### src/logic/ppc_map.vh
// register offsets, field positions and reset values of the primary command register block
`ifndef PPC_MAP_VH
`define PPC_MAP_VH
`define PPC_CMD_DWORD 6'h01
`define PPC_BIT_IO_EN 0
`define PPC_BIT_MEM_EN 1
`define PPC_BIT_MST_EN 2
`define PPC_BIT_SPC_EN 3
`define PPC_BIT_MWI_EN 4
`define PPC_BIT_VGA_SNOOP 5
`define PPC_BIT_PERR_RESP 6
`define PPC_CMD_RESET 7'h00
`define PPC_CMD_RW_MASK 7'h67
`define PPC_VGA_ADDR_A 10'h3c6
`define PPC_VGA_ADDR_B 10'h3c8
`define PPC_VGA_ADDR_C 10'h3c9
`endif

### src/logic/ppc_cmd.v
// primary command register with its claim, master and parity gating
// Summary of operation
// - I/O enable clear: never claim primary I/O; set: I/O claims allowed.
// - memory enable clear: ignore primary memory cycles; set: memory claims allowed.
// - master enable clear: no secondary claims, no primary mastering; config forwarding unaffected.
// - master enable set: may master the primary bus and claim secondary cycles.
// - special cycles ignored; special cycle enable bit reads zero.
// - write-and-invalidate enable reads zero; only forwarded MWI issued.
// - palette write: I/O write, bits 9:0 at 3c6/3c8/3c9, bits 31:16 zero.
// - snoop set: claim and forward palette writes; clear: only inside I/O window.
// - parity response clear: no perr drive, no reported bit, no address-parity serr.
// - parity response set: drive perr, set reported bit only while master, allow address-parity serr.
// - reserved bits read zero and ignore writes.
`timescale 1ns/1ps
`default_nettype none
`include "ppc_map.vh"
module ppc_cmd (
  // clock and reset
  input wire core_clk_i,
  input wire rst_i,
  // configuration access
  input wire cfg_wr_i,
  input wire cfg_rd_i,
  input wire [5:0] cfg_dword_i,
  input wire [3:0] cfg_be_n_i,
  input wire [31:0] cfg_wdata_i,
  // primary transaction under decode
  input wire [31:0] p_addr_i,
  input wire p_is_io_i,
  input wire p_is_mem_i,
  input wire p_is_write_i,
  input wire p_is_special_i,
  input wire p_in_io_window_i,
  input wire p_in_mem_window_i,
  // secondary-side request
  input wire s_is_io_i,
  input wire s_is_mem_i,
  input wire s_in_fwd_range_i,
  input wire fwd_mwi_i,
  // parity events on the primary side
  input wire data_perr_i,
  input wire addr_perr_i,
  input wire as_master_i,
  // register read data
  output reg [15:0] cfg_rdata_o,
  // decisions
  output reg claim_p_o,
  output reg vga_fwd_o,
  output reg claim_s_o,
  output reg master_ok_o,
  output reg mwi_out_o,
  // parity outputs
  output reg perr_drive_o,
  output reg perr_reported_o,
  output reg serr_addr_ok_o,
  // command bits for the rest of the bridge
  output reg [6:0] cmd_o
);
  reg [6:0] cmd_reg;
  reg [6:0] cmd_next;
  wire claim_p;
  wire vga_hit;
  wire claim_s;
  wire master_ok;
  // next values of the registered outputs
  reg [15:0] rdata_next;
  reg claim_p_next;
  reg vga_fwd_next;
  reg claim_s_next;
  reg master_ok_next;
  reg mwi_out_next;
  reg perr_drive_next;
  reg perr_reported_next;
  reg serr_addr_ok_next;
  wire wr_hit;
  wire rd_hit;
  wire perr_resp;
  // dword decode shared by the write and read paths
  function dword_hit;
    input [5:0] dw;
    begin
      dword_hit = (dw == `PPC_CMD_DWORD);
    end
  endfunction
  // a write needs lane 0, since every command bit here lives in the low byte
  assign wr_hit = cfg_wr_i && dword_hit(cfg_dword_i) && !cfg_be_n_i[0];
  assign rd_hit = cfg_rd_i && dword_hit(cfg_dword_i);
  assign perr_resp = cmd_reg[`PPC_BIT_PERR_RESP];
  // low byte lane only carries writable bits; 3, 4 and 7 masked off
  always @* begin
    cmd_next = cmd_reg;
    if (wr_hit) begin
      cmd_next = cfg_wdata_i[6:0] & `PPC_CMD_RW_MASK;
    end
  end
  // every decision formed here, registered below so outputs come from flops
  always @* begin
    rdata_next = rd_hit ? {9'h000, cmd_reg} : 16'h0000;
    claim_p_next = claim_p;
    vga_fwd_next = vga_hit && claim_p;
    claim_s_next = claim_s;
    master_ok_next = master_ok;
    mwi_out_next = fwd_mwi_i && master_ok;
    perr_drive_next = data_perr_i && perr_resp;
    perr_reported_next = data_perr_i && as_master_i && perr_resp;
    serr_addr_ok_next = addr_perr_i && perr_resp;
  end
  // registers only change by config write; software must set them first
  always @(posedge core_clk_i) begin
    if (rst_i) begin
      cmd_reg <= `PPC_CMD_RESET;
    end else begin
      cmd_reg <= cmd_next;
    end
  end
  ppc_decode u_dec (
    .cmd_i(cmd_reg),
    .addr_i(p_addr_i),
    .is_io_i(p_is_io_i),
    .is_mem_i(p_is_mem_i),
    .is_write_i(p_is_write_i),
    .is_special_i(p_is_special_i),
    .in_io_window_i(p_in_io_window_i),
    .in_mem_window_i(p_in_mem_window_i),
    .sec_is_io_i(s_is_io_i),
    .sec_is_mem_i(s_is_mem_i),
    .sec_in_fwd_range_i(s_in_fwd_range_i),
    .claim_p_o(claim_p),
    .vga_hit_o(vga_hit),
    .claim_s_o(claim_s),
    .master_ok_o(master_ok)
  );
  // all outputs registered, so decisions lag inputs by one edge

  // upper command bits and other dwords read zero here
  always @(posedge core_clk_i) begin
    if (rst_i) begin
      cfg_rdata_o <= 16'h0000;
    end else begin
      cfg_rdata_o <= rdata_next;
    end
  end

  // primary claim, io and memory enables
  always @(posedge core_clk_i) begin
    if (rst_i) begin
      claim_p_o <= 1'b0;
    end else begin
      claim_p_o <= claim_p_next;
    end
  end

  // palette forward only when the cycle is also claimed
  always @(posedge core_clk_i) begin
    if (rst_i) begin
      vga_fwd_o <= 1'b0;
    end else begin
      vga_fwd_o <= vga_fwd_next;
    end
  end

  // secondary claim, gated by master enable
  always @(posedge core_clk_i) begin
    if (rst_i) begin
      claim_s_o <= 1'b0;
    end else begin
      claim_s_o <= claim_s_next;
    end
  end

  // primary mastering permission
  always @(posedge core_clk_i) begin
    if (rst_i) begin
      master_ok_o <= 1'b0;
    end else begin
      master_ok_o <= master_ok_next;
    end
  end

  // mwi only passes through from a forwarded master
  always @(posedge core_clk_i) begin
    if (rst_i) begin
      mwi_out_o <= 1'b0;
    end else begin
      mwi_out_o <= mwi_out_next;
    end
  end

  // parity error drive, silent while response is off
  always @(posedge core_clk_i) begin
    if (rst_i) begin
      perr_drive_o <= 1'b0;
    end else begin
      perr_drive_o <= perr_drive_next;
    end
  end

  // pulse only; the sticky status bit lives outside this block
  always @(posedge core_clk_i) begin
    if (rst_i) begin
      perr_reported_o <= 1'b0;
    end else begin
      perr_reported_o <= perr_reported_next;
    end
  end

  // address parity may reach the system error line
  always @(posedge core_clk_i) begin
    if (rst_i) begin
      serr_addr_ok_o <= 1'b0;
    end else begin
      serr_addr_ok_o <= serr_addr_ok_next;
    end
  end

  // copy of the command bits for the rest of the bridge
  always @(posedge core_clk_i) begin
    if (rst_i) begin
      cmd_o <= `PPC_CMD_RESET;
    end else begin
      cmd_o <= cmd_reg;
    end
  end
endmodule // ppc_cmd
`default_nettype wire

### src/logic/ppc_decode.v
// primary-side claim and master gating from the command bits
`timescale 1ns/1ps
`default_nettype none
`include "ppc_map.vh"
module ppc_decode (
  // command bits
  input wire [6:0] cmd_i,
  // primary transaction under decode
  input wire [31:0] addr_i,
  input wire is_io_i,
  input wire is_mem_i,
  input wire is_write_i,
  input wire is_special_i,
  input wire in_io_window_i,
  input wire in_mem_window_i,
  // secondary-side request
  input wire sec_is_io_i,
  input wire sec_is_mem_i,
  input wire sec_in_fwd_range_i,
  // decisions
  output wire claim_p_o,
  output wire vga_hit_o,
  output wire claim_s_o,
  output wire master_ok_o
);
  // palette write: low ten bits match, 15:10 ignored, upper half zero
  function vga_pal;
    input [31:0] a;
    begin
      vga_pal = (a[31:16] == 16'h0000) &&
                ((a[9:0] == `PPC_VGA_ADDR_A) || (a[9:0] == `PPC_VGA_ADDR_B) ||
                 (a[9:0] == `PPC_VGA_ADDR_C));
    end
  endfunction
  wire pal_wr = is_io_i && is_write_i && vga_pal(addr_i);
  // snoop decodes palette writes positively; otherwise only the window counts
  assign vga_hit_o = pal_wr && cmd_i[`PPC_BIT_VGA_SNOOP];
  // special cycles are never claimed
  assign claim_p_o = !is_special_i &&
    ((is_io_i && cmd_i[`PPC_BIT_IO_EN] && (in_io_window_i || vga_hit_o)) ||
     (is_mem_i && cmd_i[`PPC_BIT_MEM_EN] && in_mem_window_i));
  // secondary claims and primary mastering both hang on master enable
  assign claim_s_o = cmd_i[`PPC_BIT_MST_EN] && (sec_is_io_i || sec_is_mem_i) && sec_in_fwd_range_i;
  assign master_ok_o = cmd_i[`PPC_BIT_MST_EN];
endmodule // ppc_decode
`default_nettype wire

### config.mk
export PLATFORM = sky130hd
export DESIGN_NAME = ppc_cmd
export DESIGN_NICKNAME = d
export VERILOG_FILES = /design/src/logic/ppc_cmd.v /design/src/logic/ppc_decode.v
export VERILOG_INCLUDE_DIRS = /design/src /design/src/logic
export SDC_FILE = /design/constraint.sdc
export NUM_CORES = 1
export LEC_CHECK = 0
export BUFFER_PORTS_ARGS = -buffer_cell sky130_fd_sc_hd__buf_4
export CAP_MARGIN = 20
export CORE_MARGIN = 5
export CORE_UTILIZATION = 32
export DETAILED_ROUTE_END_ITERATION = 8
export PLACE_DENSITY = 0.82
export SETUP_SLACK_MARGIN = 0.4
export SYNTH_ARGS = -nofsm -noshare
export SYNTH_HDL_FRONTEND = slang
export SYNTH_SLANG_ARGS = --single-unit
### constraint.sdc
create_clock -name core_clk_i -period 3.2 [get_ports core_clk_i]
set_clock_uncertainty 0.1 [all_clocks]
set_input_delay 0 -clock core_clk_i [delete_from_list [all_inputs] [get_ports core_clk_i]]
set_output_delay 0 -clock core_clk_i [all_outputs]
set_load 0.01 [all_outputs]
==> results of run 1 <==
cell families (layout without fill, tap and decap cells):
group	Yosys count	count (layout)
other	1	13
and+or+nand+nor	41	41
buffers and inverters	16	101
DFF	22	22
muxes	5	5
AOI/OAI and AO/OA	5	5
synth_stat cells, drive strengths merged:
cell type and count:
dfxtp 22, buf 15, nor2 8, and2 6
nor2b 6, mux2i 5, nor4 5, nand2 4
nand3 3, o21ai 2, a211oi 1, a21boi 1
a31o 1, and3 1, conb 1, inv 1
nand2b 1, nand4 1, nand4b 1, nor3 1
nor3b 1, nor4b 1, nor4bb 1, or4 1
how the worst max path moves through the flow:
stage | startpoint | endpoint | slack, ns | cells past startpoint
5_1_grt | p_is_io_i | vga_fwd_o$_SDFF_PP0_ | 0.95 | 7
3_5_place_dp | cmd_reg[5]$_SDFFE_PP0P_ | vga_fwd_o$_SDFF_PP0_ | 1.78 | 4
3_3_place_gp | cmd_reg[5]$_SDFFE_PP0P_ | vga_fwd_o$_SDFF_PP0_ | 1.79 | 4
2_1_floorplan | cmd_reg[5]$_SDFFE_PP0P_ | vga_fwd_o$_SDFF_PP0_ | 1.96 | 4
6_report | p_is_io_i | vga_fwd_o$_SDFF_PP0_ | 1.15 | 7
4_1_cts | p_is_io_i | vga_fwd_o$_SDFF_PP0_ | 1.15 | 7
stage by stage:
stage          std cells  instance area, µm²  utilization (%)
3_5_place_dp         190                1389            51.70
5_1_grt              218                1682            62.60
4_1_cts              218                1682            62.60
6_report             218                1682            62.60
2_1_floorplan        102               918.4                -
3_3_place_gp         190                1389            51.70
routing by layer:
layer / up-vias / part of all wire (%) / global-route usage, % / routed length [µm]
met5: - / 0 / 0 / 0
met4: 0 / 2.7 / 7.317 / 74
met3: 8 / 9.1 / 3.784 / 254
met2: 54 / 55 / 28.37 / 1540
met1: 423 / 33 / 12.85 / 920
li1: 473 / - / - / -
placed cells by master (no fill, tap or decap), types with 3 or more instances in the layout:
cell            n
buf_4          72
nor2_1          8
clkbuf_4        3
nor4_1          5
nand2_1         4
mux2i_1         5
dfxtp_1        22
nand3_1         3
nor2b_1         6
and2_1          6
conb_1         13
dlygate4sd3_1  24
worst max-delay path: stages:
cell	delay [ns]
dlygate4sd3_1	0.53
buf_4	0.12
nand4_1	0.08
or4_1	0.40
nor4_1	0.35
a21boi_1	0.19
dlygate4sd3_1	0.54
cell type report:
type / count / area [µm²]
Tap cell: 31 / 38.79
Clock buffer: 3 / 22.52
Inverter: 1 / 3.754
Sequential cell: 22 / 440.4
Clock inverter: 1 / 30.03
Multi-Input combinational cell: 64 / 365.4
Timing Repair Buffer: 96 / 780.7
Fill cell: 216 / 1005
timing repair:
item / in CTS / in global routing
setup endpoints to repair: 0 / 0
endpoints found under the hold margin: 18 / 0
setup buffers: 0 / 0
hold buffers: 24 / 0
power groups by stage:
stage	clock network, W	logic (W)	registers (W)
floorplan	0	0.0000249	0.000280
global placement	0	0.0000646	0.000280
detailed placement	0	0.0000661	0.000280
CTS	0.000213	0.0000815	0.000274
global route	0.000227	0.0000887	0.000274
finish	0.000208	0.0000820	0.000274
==> metrics, run 1 <==
status=complete, no violations; # clock sinks=22; Min-Delay Endpoint=cfg_rdata_o[1]$_SDFF_PP0_; RSZ-0062 raised after global routing=no; die area=3874 µm²; area grow syn2layout=92.55%; Cell Rows=19; pin count of the biggest net entering global routing=14; max-cap violation count=0; Final Power=0.0005643 W; reg2reg setup slack=1.26 ns; Switching Power=0.0001067 W; Ys Warns=0; register share of total power=48.6%; reg2reg end=vga_fwd_o$_SDFF_PP0_; Crit. End Element=flop; Antenna Nets Post-Route=0; Worst VDD drop=between 300 and 400 µV; Int Power=0.0004576 W; CTS tree=done; hold-critical path depth=5; CTS H-tree lvls=1; Final nets=279; worst path required time=3.36 ns; cell area after synthesis=873.3 µm²; switching part of the total=18.91%; largest area contributor in the netlist=dfxtp_1; Distinct cells, synth=25; clk_lat worst skew=0.31 ns; vias per cell=4.394; diode count=0; R2R Path Start=cmd_reg[5]$_SDFFE_PP0P_; HP Start=cfg_dword_i[4]; xor and xnor fraction of the mapped netlist area=0%; I/O Pins=122; register area share after synthesis=50.43%; core area=roughly 2700 µm²; Hold Path Class=in -> reg; residual DRC count=0; total CTS buffers=3; Final Hold Fails=0; Die Y=62.24 µm; Comb power frac=14.5%; grt total ovfl=0; CTS Buffer Depth=2; drt total wl=2789 µm; ratio of cells with drive above 1 in the final layout=41.18%; first-pass GRT wire length=4560 µm; DRT Pass-1 Iters=4; vias in the first global route=1,059; Worst Reg-to-Reg Cells=5; Worst Path Arrival=2.21 ns; Pins Over Slew Limit=0; clk root buf=clkbuf_4; startpoint types=input port; FF+latch count, synth=22; leading post-synthesis cells by cell area=dfxtp_1, buf_4, mux2i_1; fmax=0.4888 GHz; leakage=around 0.85 nW; Simple-Gate Fraction of Synth Area=26.65%; GR Util All Layers=14.34%; TNS Setup=0 ns; Setup violations, final=0; minimum clock period=between 2 and 2.5 ns; Final Cycle Share=63.94%; pre-CTS setup slack=around 1.8 ns; pwr dens=roughly 340 nW/µm²; Synth Area in Adders=0%; area share of the largest cell type after synthesis=between 50% and 60%; worst hold slack=0.04798 ns; cts repair resizes=0; Die W=62.24 µm; Placer Congestion=0.7046; antenna violations before repair=0; Critical Path Fanout Max=4; WL/cell=12.79 µm; Port Buffers=72; clock-pin slew on the worst setup and hold paths=0.12 ns; starting density of the core=between 30 and 40%; Initial DRC Count=13; clock network power share=36.9%; Synth Area in Compound Gates=between 3 and 4%; largest family of logic cells by synthesized area=simple AND/OR/NAND/NOR gates; multiplexer area fraction after synthesis=5.731%; WS Path Type=in -> reg; total number of vias=958; fin worst setup slack=approximately 1.2 ns; Avg Synthesized Cell Area=9.704 µm²; Syn Inst Count=90
Power figures use the tool's default switching activity.
==> run 2: changes to the inputs <==
--- a/config.mk
+++ b/config.mk
@@ -6,12 +6,13 @@
 export SDC_FILE = /design/constraint.sdc
 export NUM_CORES = 1
 export LEC_CHECK = 0
+export ABC_AREA = 1
 export BUFFER_PORTS_ARGS = -buffer_cell sky130_fd_sc_hd__buf_4
 export CAP_MARGIN = 20
 export CORE_MARGIN = 5
 export CORE_UTILIZATION = 32
 export DETAILED_ROUTE_END_ITERATION = 8
-export PLACE_DENSITY = 0.82
+export PLACE_DENSITY = 0.77
 export SETUP_SLACK_MARGIN = 0.4
 export SYNTH_ARGS = -nofsm -noshare
 export SYNTH_HDL_FRONTEND = slang
==> constraint.sdc (replaced) <==
create_clock -name core_clk_i -period 1.9 [get_ports core_clk_i]
set_clock_uncertainty 0.1 [all_clocks]
set_input_delay 0 -clock core_clk_i [delete_from_list [all_inputs] [get_ports core_clk_i]]
set_output_delay 0 -clock core_clk_i [all_outputs]
set_load 0.01 [all_outputs]
==> metrics, run 2 <==
Placer Congestion=0.7796; Distinct cells, synth=19; startpoint types=input port; CTS Buffer Depth=2; CTS tree=done; commonest cells after routing, fill and taps aside=buf_4, dlygate4sd3_1, nor2_1; cell area after synthesis=1006 µm²; pin count of the biggest net entering global routing=16; Initial DRC Count=33; total number of vias=1,278; clk root buf=clkbuf_4; DRT Pass-1 Iters=4; register area=about 440 µm²; grt total ovfl=0; status=complete, no violations; fmax=0.6910 GHz; clk_lat worst skew=0.31 ns; pre-CTS setup slack=0.7339 ns; GR Util All Layers=15.53%; Final nets=351; ys async rst share=0%; critical path's largest stage delay=0.56 ns; RSZ-0062 raised after global routing=no; die area=4365 µm²; Ys Warns=0; Critical Path Fanout Max=15; Antenna Nets Post-Route=0; leading post-synthesis cells by cell area=dfxtp_1, nor2_1, buf_4; core area=3028 µm²; cells along the critical path=dlygate4sd3_1 > buf_6 > inv_2 > o21ai_1 > a21oi_1 > dlygate4sd3_1; Pins Over Slew Limit=0; Cell Rows=20; Final Power=roughly 0.0010 W; # clock sinks=22; TNS Setup=0 ns; most common cell in the netlist=nor2_1; drt total wl=~3400 µm; worst path required time=2.06 ns; Worst VDD drop=356.2 µV; Post-Place Cells=253; pwr dens=about 500 nW/µm²; CTS H-tree lvls=1; Worst Path Arrival=1.60 ns; ratio of cells with drive above 1 in the final layout=30.89%; commonest non-fill, non-tap cell in the layout=buf_4; diode count=0; total CTS buffers=3; Avg Synthesized Cell Area=7.185 µm²; fin worst setup slack=approximately 0.45 ns; minimum clock period=1.447 ns; WS Path Type=in -> reg; Synth top cells by count=nor2_1, dfxtp_1, nand2_1, inv_1, buf_4; first-pass GRT wire length=roughly 5200 µm; Filler Cells Inserted=around 240; Port Buffers=72; vias per cell=roughly 4.2; Multi-input gate area=~440 µm²; slowest CP cell=dlygate4sd3_1; Layout Cells excl Fill=between 300 and 400; EDFF count, synth=0; largest area contributor in the netlist=dfxtp_1; hold-critical path depth=5; Post-CTS Setup Repair Bufs=0; area grow syn2layout=104.2%; register area share after synthesis=43.78%; Die W=~66 µm; clock-pin slew on the worst setup and hold paths=0.12 ns; Syn Inst Count=140; Final Cycle Share=76.17%; DP Wirelength=2178 µm; Hold Path Class=in -> reg; crit-path most repeated cell=dlygate4sd3_1; starting density of the core=between 30% and 40%; Setup violations, final=0; area share of the largest cell type after synthesis=43.78%; FF+latch count, synth=22; WL/cell=roughly 11 µm; leakage=1.007 nW; antenna violations before repair=0; residual DRC count=0; I/O Pins=roughly 120; Crit. End Element=flop; Final Hold Fails=0; dominant synthesized flop cell=dfxtp_1; Worst Reg-to-Reg Cells=5; vias in the first global route=1,275; max-cap violation count=0; Die Y=66.07 µm
-- run 2: cell types whose count changed in the layout (fill, tap and decap cells not counted), sizes merged, moves of 3 or more --
cell and delta:
nor3 +3, and2 -6, o21ai +4, a21oi +5
nand2 +15, nand3 +3, mux2i -5, nor4 -3
nor2b -6, inv +15, nor2 +30, dlygate4sd3 +22
-- run 2: power by group --
group | leakage (nW) | internal [W] | switching, W
Combinational | 0.802 | 0.000132 | 0.0000725
Sequential | 0.177 | 0.000462 | 0.000000323
Clock | 0.0279 | 0.000213 | 0.000142
Total | 1.01 | 0.000807 | 0.000215
-- run 2: layout make-up --
type	count	area share [%]
clock buffer	3	1.096
tap	44	2.680
timing repair buffer	118	48.90
multi-input combinational	99	21.50
sequential	22	21.44
clock inverter	1	1.462
inverter	16	2.923
-- run 2: critical path: cells and delay by family --
| kind | cells | cell delay [ns] |
|---|---|---|
| AO/OA/AOI/OAI | 2 | 0.22 |
| buffers and inverters | 4 | 1.38 |
-- run 2: cell families (layout without fill, tap and decap cells) --
family / Yosys count / count (layout) / synth area share (%)
simple gates: 75 / 75 / 33.58
other cells: 1 / 13 / 0.3728
flops: 22 / 22 / 43.78
buf+inv: 31 / 138 / 16.79
compound gates: 11 / 11 / 5.471
-- run 2: per-stage QoR --
stage          area [µm²]  hold slack [ns]  util [%]
2_1_floorplan        1051         -0.02385         -
3_3_place_gp         1538           0.1219     50.79
3_5_place_dp         1538           0.1291     50.79
4_1_cts              2051         0.003825     67.73
5_1_grt              2054          0.04489     67.85
6_report             2054          0.03318     67.85
-- run 2: path summary, 6_finish.rpt --
kind                        endpoint               startpoint  slack (ns)
min             vga_fwd_o$_SDFF_PP0_              p_addr_i[2]        0.03
max reg2reg     vga_fwd_o$_SDFF_PP0_  cmd_reg[1]$_SDFFE_PP0P_        0.57
max          cmd_reg[0]$_SDFFE_PP0P_                    rst_i        0.45
min reg2reg      cmd_o[2]$_SDFF_PP0_  cmd_reg[2]$_SDFFE_PP0P_        0.38
-- run 2: routing by layer --
layer / track usage, % / vias to the layer above / share of wire [%]
met5: 0 / - / 0
met3: 1.871 / 12 / 5.5
met4: 9.137 / 0 / 3.9
met2: 31.16 / 53 / 56
li1: - / 651 / -
met1: 14.68 / 562 / 35
-- run 2: repair_timing --
action,CTS,global route
hold endpoints to repair,22,0
resized for setup,0,2
hold buffers,46,0
endpoints found under the setup margin,0,4
==> run 3: changes to the inputs <==
--- a/config.mk
+++ b/config.mk
@@ -10,9 +10,9 @@
 export BUFFER_PORTS_ARGS = -buffer_cell sky130_fd_sc_hd__buf_4
 export CAP_MARGIN = 20
 export CORE_MARGIN = 5
-export CORE_UTILIZATION = 32
+export CORE_UTILIZATION = 29
 export DETAILED_ROUTE_END_ITERATION = 8
-export PLACE_DENSITY = 0.77
+export PLACE_DENSITY = 0.73
 export SETUP_SLACK_MARGIN = 0.4
 export SYNTH_ARGS = -nofsm -noshare
 export SYNTH_HDL_FRONTEND = slang
==> constraint.sdc (replaced) <==
create_clock -name core_clk_i -period 1.18 [get_ports core_clk_i]
set_clock_uncertainty 0.1 [all_clocks]
set_input_delay 0 -clock core_clk_i [delete_from_list [all_inputs] [get_ports core_clk_i]]
set_output_delay 0 -clock core_clk_i [all_outputs]
set_load 0.01 [all_outputs]
==> metrics, run 3 (synthesis gave the netlist of run 2 again) <==
area grow syn2layout=92.29%; met1 usage=13.05%; reg2reg setup slack=0.06 ns; register area=466.7 µm²; Worst Path Arrival=1.27 ns; clock network power share=28.6%; # hold bufs at CTS=14; Hold Path Class=in -> reg; Slew headroom=64.07%; Final Hold Fails=15; reg2reg end=vga_fwd_o$_SDFF_PP0_; CTS Buffer Depth=2; DP Wirelength=2199 µm; slowest CP cell=dfxtp_2; Crit. End Element=flop; CP Depth=10; # clock sinks=22; pwr dens=between 700 and 800 nW/µm²; switching part of the total=23.58%; Final Power=0.001447 W; Final Cycle Share=94.68%; Least-Margin Pin Slew=around 0.54 ns; DRT Pass-1 Iters=4; RSZ-0062 raised after global routing=yes; CTS H-tree lvls=1; fmax=a little under 0.9 GHz; failing checks=hold timing; Multi-input gate area=531.8 µm²; commonest cells after routing, fill and taps aside=buf_4, nor2_1, dfxtp_2, buf_6, nand2_1; total number of vias=1,128; diode count=0; antenna violations before repair=0; Initial DRC Count=65; GRT busiest layer=met2; family with the most delay on the worst path=simple AND/OR/NAND/NOR gates; worst path bufs/invs=1; Final Core Density=57.97%; Min-Delay Endpoint=cmd_o[5]$_SDFF_PP0_; HP Start=rst_i; Die Y=68.90 µm; CP startpoint=cmd_reg[5]$_SDFFE_PP0P_; grt total ovfl=0; worst path required time=roughly 1.3 ns; vias per cell=4.072; Worst VDD drop=362.4 µV; Int Power=0.001106 W; Die W=68.90 µm; first-pass GRT wire length=4478 µm; WS Path Type=reg -> reg; commonest non-fill, non-tap cell in the layout=buf_4; Pins Over Slew Limit=0; R2R Path Start=cmd_reg[5]$_SDFFE_PP0P_; core area=3337 µm²; WL/cell=11.42 µm; CTS tree=done; critical path's largest stage delay=roughly 0.34 ns; GR Util All Layers=12.77%; ratio of cells with drive above 1 in the final layout=51.08%; Port Buffers=72; cells along the critical path=inv_2 > nor2_1 > nand2_1 > nor2_1 > nand3_1 > nand2_1 > nand2_1 > nand2_1 > nand2_1 > nor2_1; I/O Pins=122; max-cap violation count=0; vias in the first global route=1,098; Post-Place Cells=256; Antenna Nets Post-Route=0; clk root buf=clkbuf_4; Switching Power=0.0003412 W; startpoint types=flop; residual DRC count=0; drt total wl=3163 µm; Layout Cells excl Fill=around 280; GR Util met2=25.95%; register share of total power=roughly half; Comb power frac=20.0%; die area=4747 µm²; Cell Rows=21; crit-path most repeated cell=nand2_1; Filler Cells Inserted=~310; pin count of the biggest net entering global routing=16; Setup violations, final=0; minimum clock period=1.117 ns; status=finished, violations left; Final nets=323; starting density of the core=30.15%; hold-critical path depth=2; clk_lat worst skew=0.30 ns; GR Layer Usage met3=~1.6%; Worst Reg-to-Reg Cells=10; leakage=0.9132 nW; worst hold slack=-0.1368 ns; total CTS buffers=3; Critical Path Fanout Max=3; clock-pin slew on the worst setup and hold paths=approximately 0.12 ns; Placer Congestion=0.7537
## run 3: cell types whose count changed in the layout (fill, tap and decap cells not counted), moves of 2 or more
cell / change
dfxtp_1: -21
a21oi_2: +5
nor3_1: -2
o21ai_2: +3
buf_6: +20
buf_4: -17
o21ai_1: -5
dfxtp_2: +21
dlygate4sd3_1: -32
o21ai_4: +2
a21oi_1: -5
nor3_2: +2
## run 3: worst max-delay path by stage
stage,to,slack [ns]
floorplan,vga_fwd_o$_SDFF_PP0_,0.16
global placement,cmd_reg[1]$_SDFFE_PP0P_,0.05
detailed placement,cmd_reg[1]$_SDFFE_PP0P_,0.03
CTS,vga_fwd_o$_SDFF_PP0_,0.05
global route,vga_fwd_o$_SDFF_PP0_,-0.05
finish,vga_fwd_o$_SDFF_PP0_,0.06
## run 3: layout make-up
cell class / instances / area share, %
timing repair buffer: 89 / 40.43
multi-input combinational: 100 / 27.49
sequential: 22 / 24.13
clock buffer: 4 / 1.876
tap: 46 / 2.975
inverter: 16 / 3.105
## run 3: timing repair
action,CTS,global route
endpoints found under the setup margin,29,32
hold endpoints to repair,22,15
cloned,1,0
setup buffers,2,0
resized for setup,29,30
pin swaps,1,2
## run 3: per-stage QoR
step	area, µm²	setup WS (ns)	setup TNS (ns)	hold slack, ns
global placement	1551	0.04635	0	0.1178
global route	1934	-0.04820	-0.07038	-0.1359
finish	1934	0.06274	0	-0.1368
detailed placement	1551	0.02640	0	0.1221
floorplan	1055	0.1618	0	-0.02385
CTS	1838	0.05316	0	-0.1420
## run 3: power groups by stage
stage | logic, W | registers, W | clock network (W)
2_1_floorplan | 0.000101 | 0.000761 | 0
3_3_place_gp | 0.000224 | 0.000761 | 0
3_5_place_dp | 0.000228 | 0.000761 | 0
4_1_cts | 0.000272 | 0.000744 | 0.000415
5_1_grt | 0.000316 | 0.000744 | 0.000438
6_report | 0.000289 | 0.000744 | 0.000414
## run 3: worst reg2reg max path, stage by stage, from the launching register on
cell     delay, ns
dfxtp_2       0.34
inv_2         0.04
nor2_1        0.08
nand2_1       0.06
nor2_1        0.09
nand3_1       0.08
nand2_1       0.07
nand2_1       0.05
nand2_1       0.05
nand2_1       0.06
nor2_1        0.07
## run 3: routing by layer
metal | wire (µm) | vias to the layer above | part of all wire, %
met5 | 0 | - | 0
met4 | 27 | 0 | 0.85
met3 | 194 | 2 | 6.1
met2 | 1843 | 39 | 58
met1 | 1098 | 495 | 35
li1 | - | 592 | -
